## src/twb_map.svh

```systemverilog
// Register map, field positions, reset values and timing counts for
// the two-wire bus port. Included by the core; holds definitions only.
`ifndef TWB_MAP_SVH
`define TWB_MAP_SVH

`define TWB_OFF_CTRL1 8'h00
`define TWB_OFF_CTRL2 8'h04
`define TWB_OFF_MODE 8'h08
`define TWB_OFF_IER 8'h0c
`define TWB_OFF_STAT 8'h10
`define TWB_OFF_OAF 8'h14
`define TWB_OFF_TXH 8'h18
`define TWB_OFF_RXH 8'h1c

`define TWB_C1_IFEN 7
`define TWB_C1_MSEL 5
`define TWB_C1_TSEL 4
`define TWB_C2_BUSY 7
`define TWB_C2_STRB 6
`define TWB_MD_BITREV 3
`define TWB_IE_ACKCHK 2
`define TWB_IE_RACK 0
`define TWB_OAF_FMT 0

`define TWB_ST_TXE 7
`define TWB_ST_TXEND 6
`define TWB_ST_RXFULL 5
`define TWB_ST_NACK 4
`define TWB_ST_STOP 3
`define TWB_ST_AL 2
`define TWB_ST_MATCH 1
`define TWB_ST_GCALL 0

`define TWB_RST_OAF 8'h00
`define TWB_RST_TXH 8'hff
`define TWB_RST_RXH 8'hff
`define TWB_GCALL_ADDR 8'h00

`define TWB_CLK_NS 100
`define TWB_QTR_NS 2500
`define TWB_QTR_CYC ((`TWB_QTR_NS + `TWB_CLK_NS - 1) / `TWB_CLK_NS)

`endif

```

## src/twb_pkg.sv

```systemverilog
// State types of the two-wire bus port.
// Assumes the map header supplies all numeric constants.
package twb_pkg;
  typedef enum logic [5:0] {
    M_IDLE = 6'h01, M_START = 6'h02, M_WAIT = 6'h04,
    M_BIT = 6'h08, M_ACK = 6'h10, M_STOP = 6'h20
  } twb_mst_t;
  typedef enum logic [5:0] {
    S_IDLE = 6'h01, S_ADDR = 6'h02, S_ACKW = 6'h04,
    S_ACKH = 6'h08, S_DATA = 6'h10, S_SKIP = 6'h20
  } twb_slv_t;
endpackage : twb_pkg

```

## src/twb_core.sv

```systemverilog
// Two-wire bus port: AXI4-Lite registers, master transmit, slave receive.
// Assumes open-drain pads outside resolve scl/sda from the enables.
`timescale 1ns/10ps
`include "twb_map.svh"

module twb_core (
  input wire logic aclk,
  input wire logic aresetn,
  input wire logic [7:0] s_axi_awaddr,
  input wire logic [2:0] s_axi_awprot,
  input wire logic s_axi_awvalid,
  output logic s_axi_awready,
  input wire logic [31:0] s_axi_wdata,
  input wire logic [3:0] s_axi_wstrb,
  input wire logic s_axi_wvalid,
  output logic s_axi_wready,
  output logic [1:0] s_axi_bresp,
  output logic s_axi_bvalid,
  input wire logic s_axi_bready,
  input wire logic [7:0] s_axi_araddr,
  input wire logic [2:0] s_axi_arprot,
  input wire logic s_axi_arvalid,
  output logic s_axi_arready,
  output logic [31:0] s_axi_rdata,
  output logic [1:0] s_axi_rresp,
  output logic s_axi_rvalid,
  input wire logic s_axi_rready,
  input wire logic scl_i,
  output logic scl_o,
  output logic scl_oe,
  input wire logic sda_i,
  output logic sda_o,
  output logic sda_oe
);

  function automatic logic [7:0] rev8(input logic [7:0] v);
    for (int i = 0; i < 8; i++) begin
      rev8[i] = v[7-i];
    end
  endfunction : rev8

  function automatic logic hit(input logic [7:0] a, input logic [7:0] off);
    hit = (a[7:2] == off[7:2]);
  endfunction : hit

  ////////////////////////////////////////////////////////////////////////
  // AXI4-Lite slave
  logic aw_full, w_full;
  logic [7:0] aw_q;
  logic [7:0] wd_q;
  logic wl_q;
  logic ifen, msel, tsel, bitrev, ackchk, rack;
  logic [7:0] oaf, txh, rxh, flags, seen;
  logic bus_busy;
  twb_pkg::twb_mst_t mstate;
  twb_pkg::twb_slv_t sstate;

  assign s_axi_awready = !aw_full;
  assign s_axi_wready = !w_full;
  assign s_axi_arready = !s_axi_rvalid;

  logic do_wr, do_rd, wr_map, rd_map;
  assign do_wr = aw_full && w_full && !s_axi_bvalid;
  assign do_rd = s_axi_arvalid && !s_axi_rvalid;
  assign wr_map = (aw_q[7:2] <= `TWB_OFF_RXH >> 2);
  assign rd_map = (s_axi_araddr[7:2] <= `TWB_OFF_RXH >> 2);

  // Write strobes per register, low byte lane only
  logic wr_c1, wr_c2, wr_md, wr_ie, wr_st, wr_oaf, wr_txh;
  assign wr_c1 = do_wr && wl_q && hit(aw_q, `TWB_OFF_CTRL1);
  assign wr_c2 = do_wr && wl_q && hit(aw_q, `TWB_OFF_CTRL2);
  assign wr_md = do_wr && wl_q && hit(aw_q, `TWB_OFF_MODE);
  assign wr_ie = do_wr && wl_q && hit(aw_q, `TWB_OFF_IER);
  assign wr_st = do_wr && wl_q && hit(aw_q, `TWB_OFF_STAT);
  assign wr_oaf = do_wr && wl_q && hit(aw_q, `TWB_OFF_OAF);
  assign wr_txh = do_wr && wl_q && hit(aw_q, `TWB_OFF_TXH);

  // Address and data captured independently, either order
  always_ff @(posedge aclk) begin
    if (!aresetn) begin
      aw_full <= 1'b0;
      w_full <= 1'b0;
      aw_q <= 8'h00;
      wd_q <= 8'h00;
      wl_q <= 1'b0;
      s_axi_bvalid <= 1'b0;
      s_axi_bresp <= 2'h0;
    end else begin
      if (s_axi_awvalid && !aw_full) begin
        aw_full <= 1'b1;
        aw_q <= s_axi_awaddr;
      end
      if (s_axi_wvalid && !w_full) begin
        w_full <= 1'b1;
        wd_q <= s_axi_wdata[7:0];
        wl_q <= s_axi_wstrb[0];
      end
      if (do_wr) begin
        aw_full <= 1'b0;
        w_full <= 1'b0;
        s_axi_bvalid <= 1'b1;
        s_axi_bresp <= wr_map ? 2'h0 : 2'h2;
      end else if (s_axi_bready) begin
        s_axi_bvalid <= 1'b0;
      end
    end
  end

  // Read mux; shift register is never visible here
  // receive holding read-only
  always_ff @(posedge aclk) begin
    if (!aresetn) begin
      s_axi_rvalid <= 1'b0;
      s_axi_rdata <= 32'h0;
      s_axi_rresp <= 2'h0;
    end else if (do_rd) begin
      s_axi_rvalid <= 1'b1;
      s_axi_rresp <= rd_map ? 2'h0 : 2'h2;
      s_axi_rdata <= 32'h0;
      case (s_axi_araddr[7:2])
        6'h00: s_axi_rdata[7:0] <= {ifen, 1'b0, msel, tsel, 4'h0};
        6'h01: s_axi_rdata[7:0] <= {bus_busy, 7'h00};
        6'h02: s_axi_rdata[7:0] <= {4'h0, bitrev, 3'h0};
        6'h03: s_axi_rdata[7:0] <= {5'h00, ackchk, 1'b0, rack};
        6'h04: s_axi_rdata[7:0] <= flags;
        6'h05: s_axi_rdata[7:0] <= oaf;
        6'h06: s_axi_rdata[7:0] <= bitrev ? rev8(txh) : txh;
        6'h07: s_axi_rdata[7:0] <= rxh;
        default: s_axi_rdata <= 32'h0;
      endcase
    end else if (s_axi_rready) begin
      s_axi_rvalid <= 1'b0;
    end
  end

  ////////////////////////////////////////////////////////////////////////
  // Control registers
  logic stop_det, start_det, mst_done;
  always_ff @(posedge aclk) begin
    if (!aresetn) begin
      ifen <= 1'b0;
      msel <= 1'b0;
      tsel <= 1'b0;
      bitrev <= 1'b0;
      ackchk <= 1'b0;
      oaf <= `TWB_RST_OAF;
      txh <= `TWB_RST_TXH;
    end else begin
      if (wr_c1) begin
        ifen <= wd_q[`TWB_C1_IFEN];
        msel <= wd_q[`TWB_C1_MSEL];
        tsel <= wd_q[`TWB_C1_TSEL];
      end
      if (mst_done) begin
        msel <= 1'b0;
        tsel <= 1'b0;
      end
      if (wr_md) bitrev <= wd_q[`TWB_MD_BITREV];
      if (wr_ie) ackchk <= wd_q[`TWB_IE_ACKCHK];
      if (wr_oaf) oaf <= wd_q;
      if (wr_txh) txh <= wd_q;
    end
  end

  ////////////////////////////////////////////////////////////////////////
  // Pin synchronisers and bus condition detection
  logic scl_s1, scl_s2, scl_s3, sda_s1, sda_s2, sda_s3;
  always_ff @(posedge aclk) begin
    if (!aresetn) begin
      {scl_s1, scl_s2, scl_s3} <= 3'h7;
      {sda_s1, sda_s2, sda_s3} <= 3'h7;
    end else begin
      scl_s1 <= scl_i;
      scl_s2 <= scl_s1;
      scl_s3 <= scl_s2;
      sda_s1 <= sda_i;
      sda_s2 <= sda_s1;
      sda_s3 <= sda_s2;
    end
  end

  logic scl_rise, scl_fall;
  assign scl_rise = scl_s2 && !scl_s3;
  assign scl_fall = !scl_s2 && scl_s3;
  assign start_det = scl_s2 && scl_s3 && sda_s3 && !sda_s2;
  assign stop_det = scl_s2 && scl_s3 && !sda_s3 && sda_s2;

  // Bus busy tracks start and stop seen on the wires
  always_ff @(posedge aclk) begin
    if (!aresetn) bus_busy <= 1'b0;
    else if (start_det) bus_busy <= 1'b1;
    else if (stop_det) bus_busy <= 1'b0;
  end

  ////////////////////////////////////////////////////////////////////////
  // Quarter-bit tick divider for the master clock
  logic [7:0] div;
  logic tick;
  assign tick = (div == 8'(`TWB_QTR_CYC - 1));
  always_ff @(posedge aclk) begin
    if (!aresetn || tick) div <= 8'h00;
    else div <= div + 8'h01;
  end

  ////////////////////////////////////////////////////////////////////////
  // Master transmit engine
  logic [1:0] phase;
  logic [2:0] mbit;
  logic [7:0] tx_shift;
  logic shift_full, txh_pend, start_pend, stop_pend;
  logic m_scl_low, m_sda_low, txe;
  logic ev_transmit_end_flag, ev_nack, ev_al, ev_sent;
  logic start_req, stop_req, load;
  assign start_req = wr_c2 && wd_q[`TWB_C2_BUSY] && !wd_q[`TWB_C2_STRB];
  assign stop_req = wr_c2 && !wd_q[`TWB_C2_BUSY] && !wd_q[`TWB_C2_STRB];
  assign load = txh_pend && !shift_full && msel && tsel && ifen;
  assign mst_done = stop_det && (mstate == twb_pkg::M_STOP);

  // Holding register pending marker; bytes written outside master
  // transmit are dropped so a stale byte is never sent after a start
  always_ff @(posedge aclk) begin
    if (!aresetn) txh_pend <= 1'b0;
    else if (wr_txh) txh_pend <= 1'b1;
    else if (load || !(msel && tsel)) txh_pend <= 1'b0;
  end

  // Start/stop requests wait for the engine to take them
  always_ff @(posedge aclk) begin
    if (!aresetn) begin
      start_pend <= 1'b0;
      stop_pend <= 1'b0;
    end else begin
      if (start_req && msel && tsel) start_pend <= 1'b1;
      else if (mstate == twb_pkg::M_START || !msel) start_pend <= 1'b0;
      if (stop_req) stop_pend <= 1'b1;
      else if (mstate == twb_pkg::M_STOP || !msel) stop_pend <= 1'b0;
    end
  end

  always_ff @(posedge aclk) begin
    if (!aresetn) begin
      mstate <= twb_pkg::M_IDLE;
      phase <= 2'h0;
      mbit <= 3'h0;
      tx_shift <= 8'h00;
      shift_full <= 1'b0;
      m_scl_low <= 1'b0;
      m_sda_low <= 1'b0;
      rack <= 1'b0;
      {ev_transmit_end_flag, ev_nack, ev_al, ev_sent} <= 4'h0;
    end else begin
      {ev_transmit_end_flag, ev_nack, ev_al, ev_sent} <= 4'h0;
      if (load) begin
        tx_shift <= bitrev ? rev8(txh) : txh;
        shift_full <= 1'b1;
      end
      if (tick) begin
        phase <= phase + 2'h1;
        case (mstate)
          twb_pkg::M_IDLE: begin
            phase <= 2'h0;
            m_scl_low <= 1'b0;
            m_sda_low <= 1'b0;
            if (start_pend && !bus_busy && ifen) mstate <= twb_pkg::M_START;
          end
          twb_pkg::M_START: begin
            if (phase == 2'h1) m_sda_low <= 1'b1;
            if (phase == 2'h3) begin
              m_scl_low <= 1'b1;
              mstate <= twb_pkg::M_WAIT;
            end
          end
          twb_pkg::M_WAIT: begin
            phase <= 2'h0;
            m_scl_low <= 1'b1;
            if (stop_pend) begin
              mstate <= twb_pkg::M_STOP;
            end else if (shift_full) begin
              mbit <= 3'h0;
              mstate <= twb_pkg::M_BIT;
            end
          end
          twb_pkg::M_BIT: begin
            if (phase == 2'h0) m_sda_low <= !tx_shift[7];
            if (phase == 2'h1) m_scl_low <= 1'b0;
            if (phase == 2'h2 && !m_sda_low && !sda_s2) begin
              ev_al <= 1'b1;
              m_sda_low <= 1'b0;
              shift_full <= 1'b0;
              mstate <= twb_pkg::M_IDLE;
            end
            if (phase == 2'h3) begin
              m_scl_low <= 1'b1;
              tx_shift <= {tx_shift[6:0], 1'b0};
              mbit <= mbit + 3'h1;
              if (mbit == 3'h7) mstate <= twb_pkg::M_ACK;
            end
          end
          twb_pkg::M_ACK: begin
            if (phase == 2'h0) m_sda_low <= 1'b0;
            if (phase == 2'h1) begin
              m_scl_low <= 1'b0;
              ev_transmit_end_flag <= txe;
            end
            if (phase == 2'h2) begin
              rack <= sda_s2;
              ev_nack <= sda_s2 && ackchk;
            end
            if (phase == 2'h3) begin
              m_scl_low <= 1'b1;
              shift_full <= 1'b0;
              ev_sent <= 1'b1;
              mstate <= twb_pkg::M_WAIT;
            end
          end
          twb_pkg::M_STOP: begin
            if (phase == 2'h0) m_sda_low <= 1'b1;
            if (phase == 2'h1) m_scl_low <= 1'b0;
            if (phase == 2'h2) m_sda_low <= 1'b0;
            if (phase == 2'h3) mstate <= twb_pkg::M_IDLE;
          end
          default: mstate <= twb_pkg::M_IDLE;
        endcase
      end
    end
  end

  ////////////////////////////////////////////////////////////////////////
  // Slave receive engine; clocked serial format is not handled here
  logic [7:0] rx_shift, nb;
  logic [2:0] sbit;
  logic s_sda_low, s_rw, s_addressed, ev_match, ev_gc, ev_rx;
  logic slv_on;
  assign slv_on = ifen && !msel && !oaf[`TWB_OAF_FMT];
  assign nb = {rx_shift[6:0], sda_s2};

  always_ff @(posedge aclk) begin
    if (!aresetn) begin
      sstate <= twb_pkg::S_IDLE;
      rx_shift <= 8'h00;
      sbit <= 3'h0;
      s_sda_low <= 1'b0;
      s_rw <= 1'b0;
      s_addressed <= 1'b0;
      rxh <= `TWB_RST_RXH;
      {ev_match, ev_gc, ev_rx} <= 3'h0;
    end else begin
      {ev_match, ev_gc, ev_rx} <= 3'h0;
      if (!slv_on || stop_det) begin
        sstate <= twb_pkg::S_IDLE;
        s_sda_low <= 1'b0;
        if (stop_det) s_addressed <= 1'b0;
      end else if (start_det) begin
        sstate <= twb_pkg::S_ADDR;
        sbit <= 3'h0;
        s_sda_low <= 1'b0;
      end else begin
        case (sstate)
          twb_pkg::S_ADDR, twb_pkg::S_DATA: begin
            if (scl_rise) begin
              rx_shift <= nb;
              sbit <= sbit + 3'h1;
              if (sbit == 3'h7) begin
                sstate <= twb_pkg::S_ACKW;
                if (sstate == twb_pkg::S_DATA) begin
                  rxh <= bitrev ? rev8(nb) : nb;
                  ev_rx <= 1'b1;
                end else if (nb[7:1] == oaf[7:1] || nb == `TWB_GCALL_ADDR) begin
                  // Foreign frames leave the holding register alone
                  rxh <= bitrev ? rev8(nb) : nb;
                  ev_rx <= 1'b1;
                  ev_match <= 1'b1;
                  ev_gc <= (nb == `TWB_GCALL_ADDR);
                  s_rw <= nb[0];
                  s_addressed <= 1'b1;
                end else begin
                  sstate <= twb_pkg::S_SKIP;
                end
              end
            end
          end
          twb_pkg::S_ACKW: begin
            if (scl_fall) begin
              s_sda_low <= 1'b1;
              sstate <= twb_pkg::S_ACKH;
            end
          end
          twb_pkg::S_ACKH: begin
            if (scl_fall) begin
              s_sda_low <= 1'b0;
              sbit <= 3'h0;
              sstate <= s_rw ? twb_pkg::S_SKIP : twb_pkg::S_DATA;
            end
          end
          twb_pkg::S_IDLE, twb_pkg::S_SKIP: sstate <= sstate;
          default: sstate <= twb_pkg::S_IDLE;
        endcase
      end
    end
  end

  ////////////////////////////////////////////////////////////////////////
  // Status flags: set wins over a software clear in the same cycle, except a TXH write, which clears txe over a load
  logic txend, rxfull, nack, stopf, al, match, gc;
  logic rd_st, rd_rxh;
  logic [7:0] clr;
  assign rd_st = do_rd && hit(s_axi_araddr, `TWB_OFF_STAT);
  assign rd_rxh = do_rd && hit(s_axi_araddr, `TWB_OFF_RXH);
  // clear needs prior read of 1
  assign clr = wr_st ? (~wd_q & seen) : 8'h00;
  assign flags = {txe, txend, rxfull, nack, stopf, al, match, gc};

  // Flags seen as 1 by a status read arm the clear
  always_ff @(posedge aclk) begin
    if (!aresetn) seen <= 8'h00;
    else if (rd_st) seen <= flags;
    else if (wr_st) seen <= 8'h00;
  end

  always_ff @(posedge aclk) begin
    if (!aresetn) begin
      {txe, txend, rxfull, nack, stopf, al, match, gc} <= 8'h00;
    end else begin
      if (wr_txh) txe <= 1'b0;
      else if (load || (start_req && msel && tsel)) txe <= 1'b1;
      else if (clr[`TWB_ST_TXE]) txe <= 1'b0;
      if (ev_transmit_end_flag) txend <= 1'b1;
      else if (clr[`TWB_ST_TXEND] || wr_txh) txend <= 1'b0;
      if (ev_rx) rxfull <= 1'b1;
      else if (clr[`TWB_ST_RXFULL] || rd_rxh) rxfull <= 1'b0;
      if (ev_nack) nack <= 1'b1;
      else if (clr[`TWB_ST_NACK]) nack <= 1'b0;
      if (mst_done || (stop_det && s_addressed)) stopf <= 1'b1;
      else if (clr[`TWB_ST_STOP]) stopf <= 1'b0;
      if (ev_al) al <= 1'b1;
      else if (clr[`TWB_ST_AL]) al <= 1'b0;
      if (ev_match) match <= 1'b1;
      else if (clr[`TWB_ST_MATCH]) match <= 1'b0;
      if (ev_gc) gc <= 1'b1;
      else if (clr[`TWB_ST_GCALL]) gc <= 1'b0;
    end
  end

  // Open-drain pads: only ever pull low
  assign scl_o = 1'b0;
  assign sda_o = 1'b0;
  assign scl_oe = m_scl_low;
  assign sda_oe = m_sda_low || s_sda_low;
endmodule : twb_core

```

## config.mk

```make
export PLATFORM = sky130hd
export DESIGN_NAME = twb_core
export DESIGN_NICKNAME = d
export VERILOG_FILES = /design/src/twb_pkg.sv /design/src/twb_core.sv
export VERILOG_INCLUDE_DIRS = /design/src /design/src/src
export SDC_FILE = /design/constraint.sdc
export NUM_CORES = 1
export LEC_CHECK = 0
export BUFFER_PORTS_ARGS = -buffer_cell sky130_fd_sc_hd__buf_2
export CAP_MARGIN = 10
export CELL_PAD_IN_SITES_DETAIL_PLACEMENT = 1
export CELL_PAD_IN_SITES_GLOBAL_PLACEMENT = 1
export CORE_MARGIN = 2
export CORE_UTILIZATION = 35
export CTS_CLUSTER_DIAMETER = 50
export CTS_CLUSTER_SIZE = 40
export DETAILED_ROUTE_END_ITERATION = 10
export PLACE_DENSITY_LB_ADDON = 0.2
export SLEW_MARGIN = 20
export SYNTH_ARGS = -nofsm -noshare
export SYNTH_HDL_FRONTEND = slang
export SYNTH_SLANG_ARGS = --single-unit
```

## constraint.sdc

```tcl
create_clock -name aclk -period 2.55 [get_ports aclk]
set_input_delay 0.51 -clock aclk [delete_from_list [all_inputs] [get_ports aclk]]
set_output_delay 0.51 -clock aclk [all_outputs]
set_load 0.02 [all_outputs]
```

==> results_dict.tcl <==
set metrics [dict create \
    drt-vias-per-instance 5.13 \
    rows 51 \
    slew_viol_final 0 \
    setup_viol 0 \
    overflow 0 \
    dieArea_um2 20700 \
    syn_inst 838 \
    crit_slowest_cell "or4_1" \
    yosys.area.top_type "dfxtp_1" \
    synth-edff-count 0 \
    crit_path_start "mstate[0]" \
    r2r_end "mstate[0]" \
    postSynthAreaPerCell_um2 8.19 \
    cp_max_fo 9 \
    clock_skew_ns 0.00696 \
    grt_pass1_vias 5691 \
    dp_cells 1124 \
    worstPathRequired_ns 2.85 \
    ys.warnings.count 0 \
    num_vias 5920 \
    min_from "scl_i" \
    nFillCells 2333 \
    place_area_um2 7310 \
    slowest_delay_ns 0.70 \
    worst_slew_pin_slew_ns 0.660 \
    clkSlewWorstSetupHoldPaths_ns 0.06 \
    die_w_um 144 \
    path_cells "or4_1 -> or4_4 -> nand4_4 -> nand3_1 -> o41a_1" \
    drive_gt1_share_pct 13.9 \
    cellLeakagePower_nw 3.03 \
    synth_seq_area_share_pct 40.9 \
    grt_max_degree 56 \
    start_kind "register" \
    grt_pass1_wl_um 30800 \
    antenna_found_initial 0 \
    drt-total-wl_um 19400 \
    worstReg2RegStart "mstate[0]" \
    relSlewSlack_pct 55.5 \
    post-route-drc-count 0 \
    r2r_cells 5 \
    area_growth_pct 14.1 \
    dp_hpwl_um 14100 \
    ant_nets 0 \
    r2r_slack_ns 0.46 \
    yosysUniqueCellTypes 69 \
    min_path_type "primary input to register" \
    maxCapViolations 0 \
    wl_per_cell_um 16.8 \
    hold_buffers 0 \
    synthArstFlopShare_pct 0 \
    hold_violations 0 \
    synthesis.area_um2 6860 \
    clk_latency_ns 0.42 \
    cts_tree "built" \
    numCtsBuffers 17 \
    die-height_um 144 \
    synth_top_cells_by_area "dfxtp_1 (41%), nand2_1 (7.2%), mux2i_1 (5.0%)" \
    core_um2 19300 \
    path_buf_inv 0 \
    power_density_nw_per_um2 606 \
    clockRootBuffer "clkbuf_16" \
    ioPinCount 112 \
    synth_ff_type "dfxtp_1" \
    post_cts_resized 0 \
    cp.arrival_ns 2.39 \
    final_area_um2 7830 \
    port_buffers 46 \
    post_cts_buffers 0 \
    tns_ns 0 \
    drtIter0Drc 313 \
    whs_ns 0.267 \
    cts_sinks 140 \
    end_kind "register" \
    grt_usage_pct 19.3 \
    fin_cells 1154 \
    num_antenna_cells 0 \
    timing.final.crit_share_pct 82.0 \
    max_freq_mhz 478 \
    status "finished, final reports clean" \
    min_path_cells 2 \
    start_util_pct 35.5 \
    clockBufferDepth 2 \
    worstSetupPathType "register to register" \
    dr.pass1.iters 4 \
    vdd_ir_drop_max_mv 0.473 \
    cp_top_family "simple AND/OR/NAND/NOR gates" \
    synth_seq_cells 140 \
    layout_min_cycle_time_ns 2.09 \
    synth_top_area_share_pct 40.9 \
    place_congestion 0.793 \
    layout.nets 955 \
    min_to "scl_s1" \
    rsz0062_at_grt "no" \
    cts_max_level 4 \
]
layout by cell type, fill, tap and decap left out, types with 4 or more instances in the layout:
cell type,n
a211oi_1,12
buf_2,46
xor2_1,12
o21ai_0,38
buf_4,23
mux2i_1,34
nor4_1,7
nand3b_1,6
a22oi_1,8
ha_1,10
or2_2,4
nor2_1,66
and3_1,6
nand3_1,46
a32oi_1,5
nand2_1,131
o211ai_1,12
nor3b_1,6
a21oi_1,66
inv_1,16
nand4_1,10
dfxtp_1,140
clkinv_2,8
nor2b_1,17
nor3_1,14
nand4b_1,4
nand2b_1,16
a31oi_1,6
clkbuf_16,17
xnor2_1,6
mux2_2,6
conb_1,28
power breakdown:
group,internal [mW],leakage [nW],total (mW),switching (mW)
logic,0.0798,1.63,0.259,0.179
registers,2.22,1.13,2.26,0.0399
clock network,1.29,0.264,2.23,0.932
layer usage:
metal  vias up  GRT usage [%]  wire length, um
met2       101           29.1             8440
met4         0           4.95              192
met3        15           3.18              573
li1       2979              -                -
met5         -              0                0
met1      2825           28.6            10200
state kept, by name (all words and copies together), names as in the netlist, 2 cells and up:
| signal | flops |
|---|---|
| sstate | 6 |
| sbit | 3 |
| rx_shift | 7 |
| phase | 2 |
| wd_q | 8 |
| oaf | 8 |
| tx_shift | 8 |
| mbit | 3 |
| txh | 8 |
| aw_q | 6 |
| rxh | 8 |
| s_axi_rdata | 8 |
| seen | 8 |
| div | 8 |
| mstate | 6 |
area by class of cell:
| cell class | instances | area [um^2] | share of cell area, % |
|---|---|---|---|
| well taps | 265 | 332 | 4.24 |
| clock buffers | 21 | 470 | 6.01 |
| flip-flops and latches | 140 | 2800 | 35.8 |
| multi-input cells | 631 | 3690 | 47.1 |
| clock inverters | 9 | 47.5 | 0.607 |
| inverters | 18 | 67.6 | 0.863 |
| repair buffers | 70 | 423 | 5.40 |
synth_stat cells, types with 4 or more instances:
cell,n
dfxtp_1,140
buf_4,28
xor2_1,12
o21ai_0,38
mux2_2,6
clkbuf_1,37
nor3_1,14
a32oi_1,5
xnor2_1,6
ha_1,10
nand3_1,46
o211ai_1,12
and3_1,6
nand2b_1,16
nand4b_1,4
or2_2,4
nor3b_1,6
mux2i_1,34
a21oi_1,66
nor4_1,7
nand2_1,131
nor2b_1,17
nand4_1,10
buf_1,4
nor2_1,66
nand3b_1,6
a211oi_1,12
inv_1,16
a22oi_1,8
buf_2,5
a31oi_1,6
stage by stage:
| step | power [mW] | util [%] | setup slack, ns |
|---|---|---|---|
| 3_3_place_gp | 2.56 | 37.8 | 0.503 |
| 5_1_grt | 4.92 | 40.5 | 0.327 |
| 6_report | 4.74 | 40.5 | 0.460 |
| 2_1_floorplan | 2.50 | - | 0.650 |
| 3_5_place_dp | 2.57 | 37.8 | 0.487 |
| 4_1_cts | 4.79 | 40.5 | 0.456 |
logic make-up after synthesis:
logic type / Yosys count / synth area share [%]
adder cells (fa/ha/maj): 10 / 1.82
XOR/XNOR: 18 / 2.30
multiplexers: 40 / 5.95
other: 1 / 0.0547
AND/OR/NAND/NOR: 359 / 26.2
buffers and inverters: 94 / 6.89
AO/OA/AOI/OAI: 176 / 16.0
flip-flops: 140 / 40.9
worst max path at each step:
stage / to / depth (start not counted)
3_5_place_dp: mstate[0] / 5
4_1_cts: mstate[0] / 5
2_1_floorplan: mstate[2] / 7
3_3_place_gp: mstate[0] / 5
6_report: mstate[0] / 5
5_1_grt: m_sda_low / 7
(Power assumes the default switching activity.)
